## src/ebi_regs.vh

```
// constants for the external async bus interface
// assumes one 250 MHz clock and synchronous active-low reset
// What this block does
// - separate 23-bit address, 16-bit data lines
// - three chip selects, read and write strobes
// - bus clock output runs free unless halted, then held low
// - bus clock divide 1,2,3,4 or halted; at divide 1 the bus clock output toggles each clock, half rate
// - every access lasts at least two bus clocks
// - direction shown by separate read/write strobes
// - programmed zero to three extra wait states
// - stall input extends access without limit
`ifndef EBI_REGS_VH
`define EBI_REGS_VH
`define EBI_AW 23
`define EBI_DW 16
`define EBI_NCS 3
// clock divide select codes
`define EBI_DIV_1 3'h0
`define EBI_DIV_2 3'h1
`define EBI_DIV_3 3'h2
`define EBI_DIV_4 3'h3
`define EBI_DIV_STOP 3'h4
// chip select decode on the top two address bits
`define EBI_CS_HI 22
`define EBI_CS_LO 21
`define EBI_MIN_CYC 2'h2
`define EBI_DIV_ZERO 2'h0
// chip select codes, active high before inversion
`define EBI_SEL_0 2'h0
`define EBI_SEL_1 2'h1
`define EBI_SEL_2 2'h2
`define EBI_CS_0 3'h1
`define EBI_CS_1 3'h2
`define EBI_CS_2 3'h4
`define EBI_CS_NONE 3'h0
// clocks from strobe edge until the stall sync has seen the pin
`define EBI_SYNC_LAT 3'h4
`define EBI_LAT_ZERO 3'h0
`endif

```

## src/ebi_async_bus.v

```verilog
// external non-multiplexed async bus master port
// assumes internal master holds reqValid and fields until reqDone
// assumes the stall pin is asynchronous to clk_sys
// assumes busClkDiv and waitStates only change between accesses
`include "ebi_regs.vh"
module ebi_async_bus (
   input wire clk_sys,
   input wire rst_b,
   input wire [2:0] busClkDiv,
   input wire [1:0] waitStates,
   input wire reqValid,
   input wire reqWrite,
   input wire [`EBI_AW-1:0] reqAddr,
   input wire [`EBI_DW-1:0] reqWdata,
   output wire reqBusy,
   output reg reqDone,
   output reg [`EBI_DW-1:0] reqRdata,
   output wire busClkOut,
   output reg [`EBI_AW-1:0] busAddr,
   output reg [`EBI_DW-1:0] busDataOut,
   output reg busDataOe,
   input wire [`EBI_DW-1:0] busDataIn,
   output reg [`EBI_NCS-1:0] chipSel_b,
   output reg rdStrobe_b,
   output reg wrStrobe_b,
   input wire external_stall_in_b
);
   localparam ST_IDLE = 2'h0;
   localparam ST_MIN = 2'h1;
   localparam ST_WAIT = 2'h2;
   localparam ST_STALL = 2'h3;
   reg [1:0] state_q;
   reg [1:0] state_d;
   reg [1:0] cnt_q;
   reg [1:0] cnt_d;
   // clocks since the strobe fell, saturating
   reg [2:0] lat_q;
   reg [2:0] lat_d;
   reg stallS1_q, stallS2_q, stallS3_q;
   reg stall_q;
   // next values of the registered outputs
   reg reqDone_d;
   reg [`EBI_DW-1:0] reqRdata_d;
   reg [`EBI_AW-1:0] busAddr_d;
   reg [`EBI_DW-1:0] busDataOut_d;
   reg busDataOe_d;
   reg [`EBI_NCS-1:0] chipSel_d;
   reg rdStrobe_d;
   reg wrStrobe_d;
   wire busTick;
   wire takeReq;
   wire finish;
   ebi_clk_gen uClk (
      .clk_sys(clk_sys),
      .rst_b(rst_b),
      .divSel(busClkDiv),
      .busClk(busClkOut),
      .busTick(busTick)
   );
   // decode one chip select from the top address bits
   function [`EBI_NCS-1:0] csDecode;
      input [`EBI_AW-1:0] a;
      begin
         case (a[`EBI_CS_HI:`EBI_CS_LO])
            `EBI_SEL_0: csDecode = `EBI_CS_0;
            `EBI_SEL_1: csDecode = `EBI_CS_1;
            `EBI_SEL_2: csDecode = `EBI_CS_2;
            // top quarter selects nothing; access still runs
            default: csDecode = `EBI_CS_NONE;
         endcase
      end
   endfunction
   // pin sync: a change counts once stages two and three agree
   always @(posedge clk_sys) begin
      if (!rst_b) begin
         stallS1_q <= 1'b1;
         stallS2_q <= 1'b1;
         stallS3_q <= 1'b1;
         stall_q <= 1'b0;
      end else begin
         stallS1_q <= external_stall_in_b;
         stallS2_q <= stallS1_q;
         stallS3_q <= stallS2_q;
         if (stallS2_q == stallS3_q)
            stall_q <= !stallS3_q;
      end
   end
   assign reqBusy = (state_q != ST_IDLE);
   // start only on a bus clock edge, never in the done cycle
   assign takeReq = reqValid && !reqDone && busTick;
   // the stall pin needs four clocks to reach stall_q; ending sooner
   // would miss a peripheral that stalls right at the strobe edge,
   // at the cost of a six-clock floor on undivided accesses
   assign finish = busTick && !stall_q &&
      (lat_q >= `EBI_SYNC_LAT);
   always @* begin
      state_d = state_q;
      cnt_d = cnt_q;
      lat_d = lat_q;
      reqDone_d = 1'b0;
      reqRdata_d = reqRdata;
      busAddr_d = busAddr;
      busDataOut_d = busDataOut;
      busDataOe_d = busDataOe;
      chipSel_d = chipSel_b;
      rdStrobe_d = rdStrobe_b;
      wrStrobe_d = wrStrobe_b;
      if (lat_q != `EBI_SYNC_LAT) begin
         lat_d = lat_q + 3'h1;
      end
      case (state_q)
         ST_IDLE: begin
            if (takeReq) begin
               busAddr_d = reqAddr;
               busDataOut_d = reqWdata;
               busDataOe_d = reqWrite;
               chipSel_d = ~csDecode(reqAddr);
               rdStrobe_d = reqWrite;
               wrStrobe_d = !reqWrite;
               cnt_d = `EBI_MIN_CYC - 2'h1;
               lat_d = `EBI_LAT_ZERO;
               state_d = ST_MIN;
            end
         end
         ST_MIN: begin
            // two bus clocks minimum
            if (busTick) begin
               if (cnt_q != `EBI_DIV_ZERO) begin
                  cnt_d = cnt_q - 2'h1;
               end else if (waitStates != `EBI_DIV_ZERO) begin
                  cnt_d = waitStates - 2'h1;
                  state_d = ST_WAIT;
               end else begin
                  state_d = ST_STALL;
               end
            end
         end
         ST_WAIT: begin
            if (busTick) begin
               if (cnt_q != `EBI_DIV_ZERO) begin
                  cnt_d = cnt_q - 2'h1;
               end else begin
                  state_d = ST_STALL;
               end
            end
         end
         ST_STALL: begin
            // stall held by the peripheral blocks here
            if (finish) begin
               reqRdata_d = busDataIn;
               reqDone_d = 1'b1;
               chipSel_d = {`EBI_NCS{1'b1}};
               rdStrobe_d = 1'b1;
               wrStrobe_d = 1'b1;
               busDataOe_d = 1'b0;
               state_d = ST_IDLE;
            end
         end
         default: begin
            state_d = ST_IDLE;
         end
      endcase
   end
   // every pin output comes straight from a flop, so no glitches
   always @(posedge clk_sys) begin
      if (!rst_b) begin
         state_q <= ST_IDLE;
         cnt_q <= `EBI_DIV_ZERO;
         lat_q <= `EBI_LAT_ZERO;
         reqDone <= 1'b0;
         reqRdata <= {`EBI_DW{1'b0}};
         busAddr <= {`EBI_AW{1'b0}};
         busDataOut <= {`EBI_DW{1'b0}};
         busDataOe <= 1'b0;
         chipSel_b <= {`EBI_NCS{1'b1}};
         rdStrobe_b <= 1'b1;
         wrStrobe_b <= 1'b1;
      end else begin
         state_q <= state_d;
         cnt_q <= cnt_d;
         lat_q <= lat_d;
         reqDone <= reqDone_d;
         reqRdata <= reqRdata_d;
         busAddr <= busAddr_d;
         busDataOut <= busDataOut_d;
         busDataOe <= busDataOe_d;
         chipSel_b <= chipSel_d;
         rdStrobe_b <= rdStrobe_d;
         wrStrobe_b <= wrStrobe_d;
      end
   end
endmodule // ebi_async_bus

```

## src/ebi_clk_gen.v

```verilog
// bus clock divider: one-cycle tick on each bus clock rising edge
// assumes divSel is static or changes between accesses
`include "ebi_regs.vh"
module ebi_clk_gen (
   input wire clk_sys,
   input wire rst_b,
   input wire [2:0] divSel,
   output reg busClk,
   output wire busTick
);
   reg [1:0] cnt_q;
   reg [1:0] last;
   always @* begin
      case (divSel)
         `EBI_DIV_2: last = 2'h1;
         `EBI_DIV_3: last = 2'h2;
         `EBI_DIV_4: last = 2'h3;
         default: last = 2'h0;
      endcase
   end
   wire stopped = (divSel == `EBI_DIV_STOP);
   // div 1 cannot be made from flops; busClk then mirrors phase only
   assign busTick = !stopped && (cnt_q == `EBI_DIV_ZERO);
   always @(posedge clk_sys) begin
      if (!rst_b) begin
         cnt_q <= `EBI_DIV_ZERO;
         busClk <= 1'b0;
      end else if (stopped) begin
         cnt_q <= `EBI_DIV_ZERO;
         busClk <= 1'b0;
      end else begin
         // free running, not tied to accesses
         cnt_q <= (cnt_q >= last) ? `EBI_DIV_ZERO : cnt_q + 2'h1;
         busClk <= (divSel == `EBI_DIV_1) ? ~busClk :
            ({1'b0, cnt_q} < (({1'b0, last} + 3'h1) >> 1));
      end
   end
endmodule // ebi_clk_gen

```

## config.mk

```make
export PLATFORM = sky130hd
export DESIGN_NAME = ebi_async_bus
export DESIGN_NICKNAME = d
export VERILOG_FILES = /design/src/ebi_async_bus.v /design/src/ebi_clk_gen.v
export VERILOG_INCLUDE_DIRS = /design/src
export SDC_FILE = /design/constraint.sdc
export NUM_CORES = 1
export LEC_CHECK = 0
export BUFFER_PORTS_ARGS = -buffer_cell sky130_fd_sc_hd__buf_2
export CELL_PAD_IN_SITES_DETAIL_PLACEMENT = 0
export CELL_PAD_IN_SITES_GLOBAL_PLACEMENT = 1
export CORE_ASPECT_RATIO = 0.5
export CORE_MARGIN = 4
export CORE_UTILIZATION = 37
export DETAILED_ROUTE_END_ITERATION = 8
export PLACE_DENSITY = 0.95
export SLEW_MARGIN = 10
export SYNTH_ARGS = -nofsm -noshare
export SYNTH_HDL_FRONTEND = slang
export SYNTH_SLANG_ARGS = --single-unit
```

## constraint.sdc

```tcl
create_clock -name clk_sys -period 4.57 [get_ports clk_sys]
set_clock_uncertainty 0.1 [all_clocks]
set_input_delay 0 -clock clk_sys [delete_from_list [all_inputs] [get_ports clk_sys]]
set_output_delay 0 -clock clk_sys [all_outputs]
set_load 0.02 [all_outputs]
```

### Word-level counts from Yosys, hierarchy flattened

Cells that the tools add are included.

* word-level logic and storage cells: 107
* memories: 0
* input port bits: 65
* latch bits: 0
* memory bits (writable): 0
* ROM bits: 0
* output and inout bits: 64
* flip-flop bits (word level): 76

* add/subtract/negate cells: 5
* equal/unequal tests: 19
* multiplexer cells: 33
* order comparisons: 3
* reduce and logical (&&, ||, !) cells: 27
* multiply operators: 0
* shift-type cells: 0
* bitwise logic cells: 3
* div/mod/pow operators: 0

Operators with widths (number)
* 2-bit two-way mux: 11
* 3-bit two-way mux: 7
* 2-bit inequality test (second input constant): 7
* 2-bit case mux with 3 select lines: 2
* 6-bit AND reduction: 2
* 3-bit case mux with 3 select lines: 1
* 2-bit case mux with 4 select lines: 1
* 2-bit nonzero test: 4
* 1-bit two-way mux: 7
* 2-bit == test (second input constant): 3
* 3-bit by 2-bit == test with 1-bit output (second input constant): 2
* 2-bit zero test: 3
* 3-bit inequality test (second input constant): 2
* 1-bit case mux with 2 select lines: 3
* 3-bit case mux with 2 select lines: 1
* 2-bit AND reduction: 3
* 1-bit logical AND: 5
* 1-bit zero test: 5
* 2-bit by 1-bit == test with 1-bit output (second input constant): 2
* 2-bit by 1-bit subtractor with 2-bit output (second input constant): 2
* 2-bit by 1-bit adder with 3-bit output (second input constant): 1
* 3-bit by 1-bit adder with 3-bit output (second input constant): 1
* 3-bit by 1-bit == test with 1-bit output (second input constant): 1
* 3-bit == test (second input constant): 1
* other kinds (12): 13

### Logic depth before layout (Yosys ltp)

Gate-level depths: netlist of run 1.

* word-level depth: 9
* mapped depth: 8
* mapped depth without buffers: 8

### By module

From an unflattened synthesis of run 1, not the netlist that was laid out.

* cells, all modules: 376
* area total of the unflattened synthesis: 3166.8 sq um

By module, submodules not included
* ebi_async_bus: times used 1, seq. area each 1461.4 sq um, area each 2925.3 sq um, cells an instance 351
* ebi_clk_gen: times used 1, seq. area each 60.1 sq um, area each 241.5 sq um, cells an instance 25

### Worst setup path before layout of run 1

No wires, ideal clock.

* path type: reg2reg
* from: register state_q[0]
* to: register cnt_q[0]
* period minus slack after synthesis: 1.771 ns
* stages on the path, launching flop included: 9
* data arrival time: 1.540 ns
* library setup time: 0.132 ns
* buffers on the path: 2
* slack: 2.799 ns
* required time: 4.338 ns
* cell sequence: dfxtp_1 inv_1 ha_1 buf_2 inv_1 o211a_1 buf_6 o2111a_1 nor3_1

* longest elaborated chain between the ends: 3
* elaborated cells on any way between the ends: 11
* those cells by class: eq/ne (7); mux (1); reduce/logical (3)

Ends and longest elaborated chain
* start, declared: line ebi_async_bus.v:32 `reg [1:0] state_q;`
* start signal, assigned: line ebi_async_bus.v:179 `state_q <= state_d;`
* 2-bit by 1-bit == test with 1-bit output, or another cell as far along: line ebi_async_bus.v:111 `case (state_q)`
* 3-bit inequality test (no source line), or another cell as far along
* 6-bit AND reduction (no source line)
* end signal, assigned: line ebi_async_bus.v:168 `` cnt_q <= `EBI_DIV_ZERO; ``
* end signal, assigned: line ebi_async_bus.v:180 `cnt_q <= cnt_d;`
* end, declared: line ebi_async_bus.v:34 `reg [1:0] cnt_q;`

Several ways; a longest one is shown, not always the timed one.
A chain may end at the register's enable or synchronous reset.

### Final worst setup path of run 1

* from: register state_q[0]
* to: register lat_q[1]

* longest elaborated chain between the ends: 2

Ends and longest elaborated chain
* 2-bit zero test
* 3-bit two-way mux: line ebi_async_bus.v:111
* end signal, assigned: line ebi_async_bus.v:169 `` lat_q <= `EBI_LAT_ZERO; ``
* end signal, assigned: line ebi_async_bus.v:181 `lat_q <= lat_d;`
* end, declared: line ebi_async_bus.v:37 `reg [2:0] lat_q;`

Every way passes these cells.

==> out/qor.csv, run 1 <==
metric,value,unit
Longest Clk Path Bufs,2,
layout cells sized above 1,27.02,%
Clock transition at path regs,60,ps
peak supply drop,0.0002500,V
fmax,404.2,MHz
root buf cell,clkbuf_16,
Tcrit/Tclk final,54.14,%
DPL Wire Length,5.044,mm
Setup TNS Final,0,ps
WS Path Type,reg2reg,
final critical-path required period,2474,ps
worst min path class,in2reg,
critical path endpoint category,flip-flop,
vias in the first global route,2968,
first-pass GRT wire length,13.46,mm
"slowest stage delay, CP",880,ps
Critical Path Source Type,flip-flop,
die height,73.17,µm
RSZ-0062 raised after global routing,no,
CTS sink count,76,
DRC,0,
final WL,7.979,mm
Final setup viols,0,
CTS Buf Count,9,
top cell type's share of synthesized area,48.41,%
pre-CTS setup slack,2041,ps
Slew headroom,27.06,%
vias,2991,
initial antenna violation count,0,
hold depth,5,
critical path data required time,4680,ps
port bufs,128,
Post-synth EDFFs,0,
sequential fraction of the synthesis area,48.41,%
H-tree lvl count,3,
Post-Syn Area,3143,µm²
FF+latch area,1521,µm²
antenna-violating nets left,0,
DIE WIDTH,138.3,µm
actual slew at the worst max-slew pin,1092,ps
core footprint,8144,µm²
Vias/cell,4.559,
CP Depth,4,
Worst Path Max Fanout,41,
Starting DRT DRC Count,96,
"top cells by area, synth","dfxtp_1 48%, nand2_1 10%, a21oi_1 8.0%",
Final Hold Fails,0,
Worst Path Buf+Inv,1,
Post-CTS Setup Bufs,0,
total grt overflow,0,
wire length per cell,12.16,µm
"Largest delay share family, worst path",simple AND/OR/NAND/NOR gates,
prevailing post-synth register cell,dfxtp_1,
Synth Warn #,0,
IO Count,129,
"Slew Viols, Final",0,
Final nets,617,
die area,10120,µm²
leakage,2.258,nW
post-synth top area cell,dfxtp_1,
Arrival @ worst endpoint,2580,ps
pwr dens,458.1,nW/µm²
Seq cells post-synth,76,
"Cell Chain, Critical Path","inv_1, ha_1, nand4_2, and3_1",
row count,23,
Critical Path Slowest Stage Cell,nand4_2,
outcome,"finished, final reports clean",
max-cap viol count,0,
largest net degree at the start of global routing,62,
FF-to-FF Start,state_q[0]$_SDFFE_PN0P_,
TritonCTS clock tree,done,
starting density of the core,38.59,%
"Worst Setup Slack, final",2096,ps
Clock Latency Late Sink,320,ps
Area Growth Syn to Fin,48.29,%
syn nets,437,
Worst R2R Path Depth,4,
Yosys cell types,44,
Worst Hold Launch,waitStates[0],
multi-input combinational cell area,1399,µm²
GRT Total Usage,16.15,%
ys async rst share,0,%
syn avg cell area,8.755,µm²
Fillers,727,
Syn Inst Count,359,
CP startpoint,state_q[0]$_SDFFE_PN0P_,
TritonRoute pass-1 iters,4,
Antenna diodes,0,
RePlAce Congestion,0.7297,
==> through the flow <==
step                      hold WS, ps  power [mW]  util (%)  instance area [µm²]  instances
final                           103.3       2.135     57.23                 4661        656
after detailed placement        83.95       1.476     46.37                 3776        578
after floorplan                -26.96       1.309         -                 3143        359
after CTS                       95.10       2.157     57.23                 4661        656
after global placement          81.57       1.471     46.37                 3776        578
after global routing            191.8       2.269     57.23                 4661        656
==> sequential cells by signal, indices dropped and copies added, names as in the netlist, 2 cells and up <==
signal      cells
state_q         2
busAddr        23
reqRdata       16
busDataOut     16
chipSel_b       3
uClk.cnt_q      2
lat_q           3
cnt_q           2
==> kinds of logic (layout without fill, tap and decap cells) <==
group,after synthesis,count (layout),share of synthesized area [%]
multiplexers,19,19,6.091
XOR/XNOR,1,1,0.2787
buffers and inverters,41,226,7.086
adder cells (fa/ha/maj),13,13,5.175
AO/OA/AOI/OAI,73,73,13.46
AND/OR/NAND/NOR,136,136,19.51
flip-flops,76,76,48.41
==> timing repair <==
| action | in CTS | in global routing |
|---|---|---|
| gates resized for setup | 0 | 0 |
| hold buffers | 62 | 0 |
| endpoints found under the hold margin | 69 | 0 |
==> worst register-to-register path: cells and delay by family, from the launching register on <==
family	cells	cell delay, ps
adders and majority gates	1	350
buffers and inverters	1	130
DFF	1	330
and+or+nand+nor	2	1440
==> cells in the mapped netlist, types with 2 or more instances <==
cell,n
buf_12,2
mux2i_1,18
nand2_1,84
ha_1,13
nor3_1,2
nor4_1,2
nand2b_1,6
a211oi_1,2
a31oi_1,3
dfxtp_1,76
clkbuf_1,10
o21ai_0,7
a21oi_1,50
and2b_1,2
and4_1,2
inv_1,19
buf_2,5
buf_6,4
nor2_1,27
==> cell type report <==
type | count | share of cell area, %
sequential | 76 | 32.64
multi-input combinational | 242 | 30.01
timing repair buffer | 190 | 27.06
clock buffer | 14 | 5.450
tap | 112 | 3.007
inverter | 20 | 1.611
clock inverter | 2 | 0.2148
==> power breakdown <==
group | total, mW | switching [mW] | internal, mW | leakage (nW)
logic | 0.700 | 0.434 | 0.266 | 1.51
registers | 0.806 | 0.0497 | 0.756 | 0.620
clock network | 0.630 | 0.249 | 0.381 | 0.131
==> cells in the final DEF (no fill, tap or decap), types with 2 or more instances in the layout <==
cell and count:
and2b_1 2, nand2b_1 6, a211oi_1 2, o21ai_0 7, dfxtp_1 76, a31oi_1 3
ha_1 13, a21oi_1 50, clkinv_2 2, and4_1 2, mux2i_1 18, clkbuf_16 9
nand2_1 84, clkbuf_1 4, nor3_1 2, nor4_1 2, inv_1 19, nor2_1 27
buf_2 128, dlygate4sd3_1 62
==> per-layer routing <==
metal | wire [µm] | share of wire, % | vias up | track usage [%]
met4 | 80 | 1.0 | 0 | 4.491
met1 | 3299 | 41 | 1342 | 17.86
met5 | 0 | 0 | - | 0
met2 | 4092 | 51 | 86 | 29.97
met3 | 507 | 6.4 | 10 | 5.759
li1 | - | - | 1553 | -
==> worst paths after layout <==
path / slack, ps / to
worst max-delay path: 2100 / lat_q[1]$_SDFF_PN0_
worst min-delay path: 100 / cnt_q[0]$_SDFFE_PN0P_
worst max register to register: 2100 / lat_q[1]$_SDFF_PN0_
worst min register to register: 300 / stallS2_q$_SDFF_PN1_
(Power assumes the default switching activity.)
==> inputs of run 2 (changes only) <==
--- a/config.mk
+++ b/config.mk
@@ -6,14 +6,15 @@
 export SDC_FILE = /design/constraint.sdc
 export NUM_CORES = 1
 export LEC_CHECK = 0
+export ABC_AREA = 1
 export BUFFER_PORTS_ARGS = -buffer_cell sky130_fd_sc_hd__buf_2
 export CELL_PAD_IN_SITES_DETAIL_PLACEMENT = 0
 export CELL_PAD_IN_SITES_GLOBAL_PLACEMENT = 1
 export CORE_ASPECT_RATIO = 0.5
 export CORE_MARGIN = 4
-export CORE_UTILIZATION = 37
+export CORE_UTILIZATION = 33
 export DETAILED_ROUTE_END_ITERATION = 8
-export PLACE_DENSITY = 0.95
+export PLACE_DENSITY = 0.89
 export SLEW_MARGIN = 10
 export SYNTH_ARGS = -nofsm -noshare
 export SYNTH_HDL_FRONTEND = slang
==> constraint.sdc (replaced) <==
create_clock -name clk_sys -period 2.6 [get_ports clk_sys]
set_clock_uncertainty 0.1 [all_clocks]
set_input_delay 0 -clock clk_sys [delete_from_list [all_inputs] [get_ports clk_sys]]
set_output_delay 0 -clock clk_sys [all_outputs]
set_load 0.02 [all_outputs]
==> out/qor.csv, run 2 <==
metric,value,unit
outcome,"finished, final reports clean",
prevailing post-synth register cell,dfxtp_1,
Worst R2R Path Depth,8,
Worst Path Max Fanout,43,
largest net degree at the start of global routing,44,
Finished Cell Area,4856,µm²
Final nets,672,
Post-synth EDFFs,0,
hold depth,5,
top cell type's share of synthesized area,48.33,%
Longest Clk Path Bufs,2,
Post-synth top cells,"81 x nor2_1, 76 x dfxtp_1, 49 x nand2_1",
final WL,9.270,mm
Seq cells post-synth,76,
critical path data required time,2770,ps
Critical Path Slowest Stage Cell,dlygate4sd3_1,
worst min path class,in2reg,
Placed Area,3870,µm²
pwr dens,918.2,nW/µm²
Worst Path Buf+Inv,4,
peak supply drop,0.0005039,V
TritonRoute pass-1 iters,4,
total grt overflow,0,
H-tree lvl count,3,
initial antenna violation count,0,
Vias/cell,4.601,
Final Hold Fails,0,
syn avg cell area,7.811,µm²
Critical Path Source Type,flip-flop,
Setup TNS Final,0,ps
critical path endpoint category,flip-flop,
Starting DRT DRC Count,135,
fmax,424.7,MHz
leakage,2.381,nW
DIE WIDTH,146.1,µm
multi-input combinational cell area,1396,µm²
final critical-path required period,2354,ps
die height,77.07,µm
syn nets,481,
root buf cell,clkbuf_16,
CTS Buf Count,9,
Final setup viols,0,
row count,24,
"Largest delay share family, worst path",buffers and inverters,
"top cells by area, synth","dfxtp_1 48%, nor2_1 9.7%, o21ai_0 6.8%",
TritonCTS clock tree,done,
Synth Warn #,0,
Yosys cell types,30,
"slowest stage delay, CP",570,ps
antenna-violating nets left,0,
"commonest non-fill, non-tap cell in the layout",buf_2,
RePlAce Congestion,0.7821,
Slew headroom,55.20,%
biggest regs,"busAddr (23), busDataOut (16), reqRdata (16)",
"Most flops, register",busAddr,
Tcrit/Tclk final,90.55,%
RSZ-0062 raised after global routing,no,
CTS sink count,76,
ys async rst share,0,%
top-count cell post-synth,nor2_1,
Arrival @ worst endpoint,2520,ps
"Cell Chain, Critical Path","inv_1, ha_1, inv_2, nor2_4, buf_4, o21ai_0, a21oi_1, dlygate4sd3_1",
Post-Syn Area,3148,µm²
sequential fraction of the synthesis area,48.33,%
wire length per cell,12.95,µm
Antenna diodes,0,
first-pass GRT wire length,15.30,mm
Syn Inst Count,403,
die area,11260,µm²
starting density of the core,35.06,%
max-cap viol count,0,
FF+latch area,1521,µm²
IO Count,129,
"Slew Viols, Final",0,
vias,3294,
"commonest non-fill, non-tap cells in the layout","128 x buf_2, 81 x nor2_1, 76 x dfxtp_1",
CP Depth,8,
Area Growth Syn to Fin,54.25,%
DRC,0,
vias in the first global route,3267,
actual slew at the worst max-slew pin,671.2,ps
port bufs,128,
GRT Total Usage,16.57,%
Fillers,839,
Min Hold Slack,47.85,ps
Clock Latency Late Sink,330,ps
post-synth top area cell,dfxtp_1,
DPL Wire Length,5.816,mm
core footprint,8979,µm²
max FFs per register,23,
WS Path Type,reg2reg,
Clock transition at path regs,60,ps
layout cells sized above 1,29.38,%
-- run 2: metrics by stage --
stage	instances	util, %	setup WS [ps]	total power, mW
final	716	54.08	245.6	4.459
after global routing	716	54.08	59.35	4.780
after CTS	716	54.08	283.9	4.514
after detailed placement	634	43.10	788.5	3.054
after global placement	634	43.10	847.2	3.023
after floorplan	403	-	1019	2.613
-- run 2: layer usage --
metal	GRT usage [%]	part of all wire, %
met2	30.52	52
met5	0	0
met1	18.23	42
met3	5.300	3.9
met4	5.253	1.5
-- run 2: final cells by class --
type                            count  share of cell area (%)
Timing Repair Buffer              200                   27.72
Clock inverter                      7                   2.061
Multi-Input combinational cell    275                   28.76
Sequential cell                    76                   31.33
Inverter                           32                   2.474
Tap cell                          117                   3.015
Clock buffer                        9                   4.638
-- run 2: report_power, final --
group	internal (mW)	switching [mW]
combinational	0.584	1.03
clock	0.846	0.491
sequential	1.40	0.113
total	2.83	1.63
-- run 2: logic make-up (layout without fill, tap and decap cells) --
kind of cell,after synthesis,in the layout,synth area share (%)
AO/OA/AOI/OAI,71,71,11.73
AND/OR/NAND/NOR,190,190,27.19
adder cells (fa/ha/maj),13,13,5.167
XOR/XNOR,1,1,0.2783
buffers and inverters,52,248,7.313
flip-flops,76,76,48.33
-- run 2: worst reg2reg max path, delay by kind of cell (launching register included) --
family	cells	cell delay, ps
buffers and inverters	4	1160
AOI/OAI and AO/OA	2	270
DFF	1	330
adders and majority gates	1	300
and+or+nand+nor	1	130
-- run 2: repair_timing --
| item | in CTS | in global routing |
|---|---|---|
| setup buffers | 0 | 0 |
| hold buffers | 66 | 0 |
| gates resized for setup | 0 | 0 |
| endpoints found under the hold margin | 68 | 0 |
-- run 2: final timing paths --
check	startpoint	to	slack [ps]
setup / recovery	state_q[0]$_SDFFE_PN0P_	busAddr[22]$_SDFFE_PN0P_	250
hold / removal	busClkDiv[0]	uClk.busClk$_SDFF_PP0_	50
setup reg to reg	state_q[0]$_SDFFE_PN0P_	busAddr[22]$_SDFFE_PN0P_	250
hold reg to reg	uClk.cnt_q[0]$_SDFF_PP0_	uClk.cnt_q[0]$_SDFF_PP0_	310
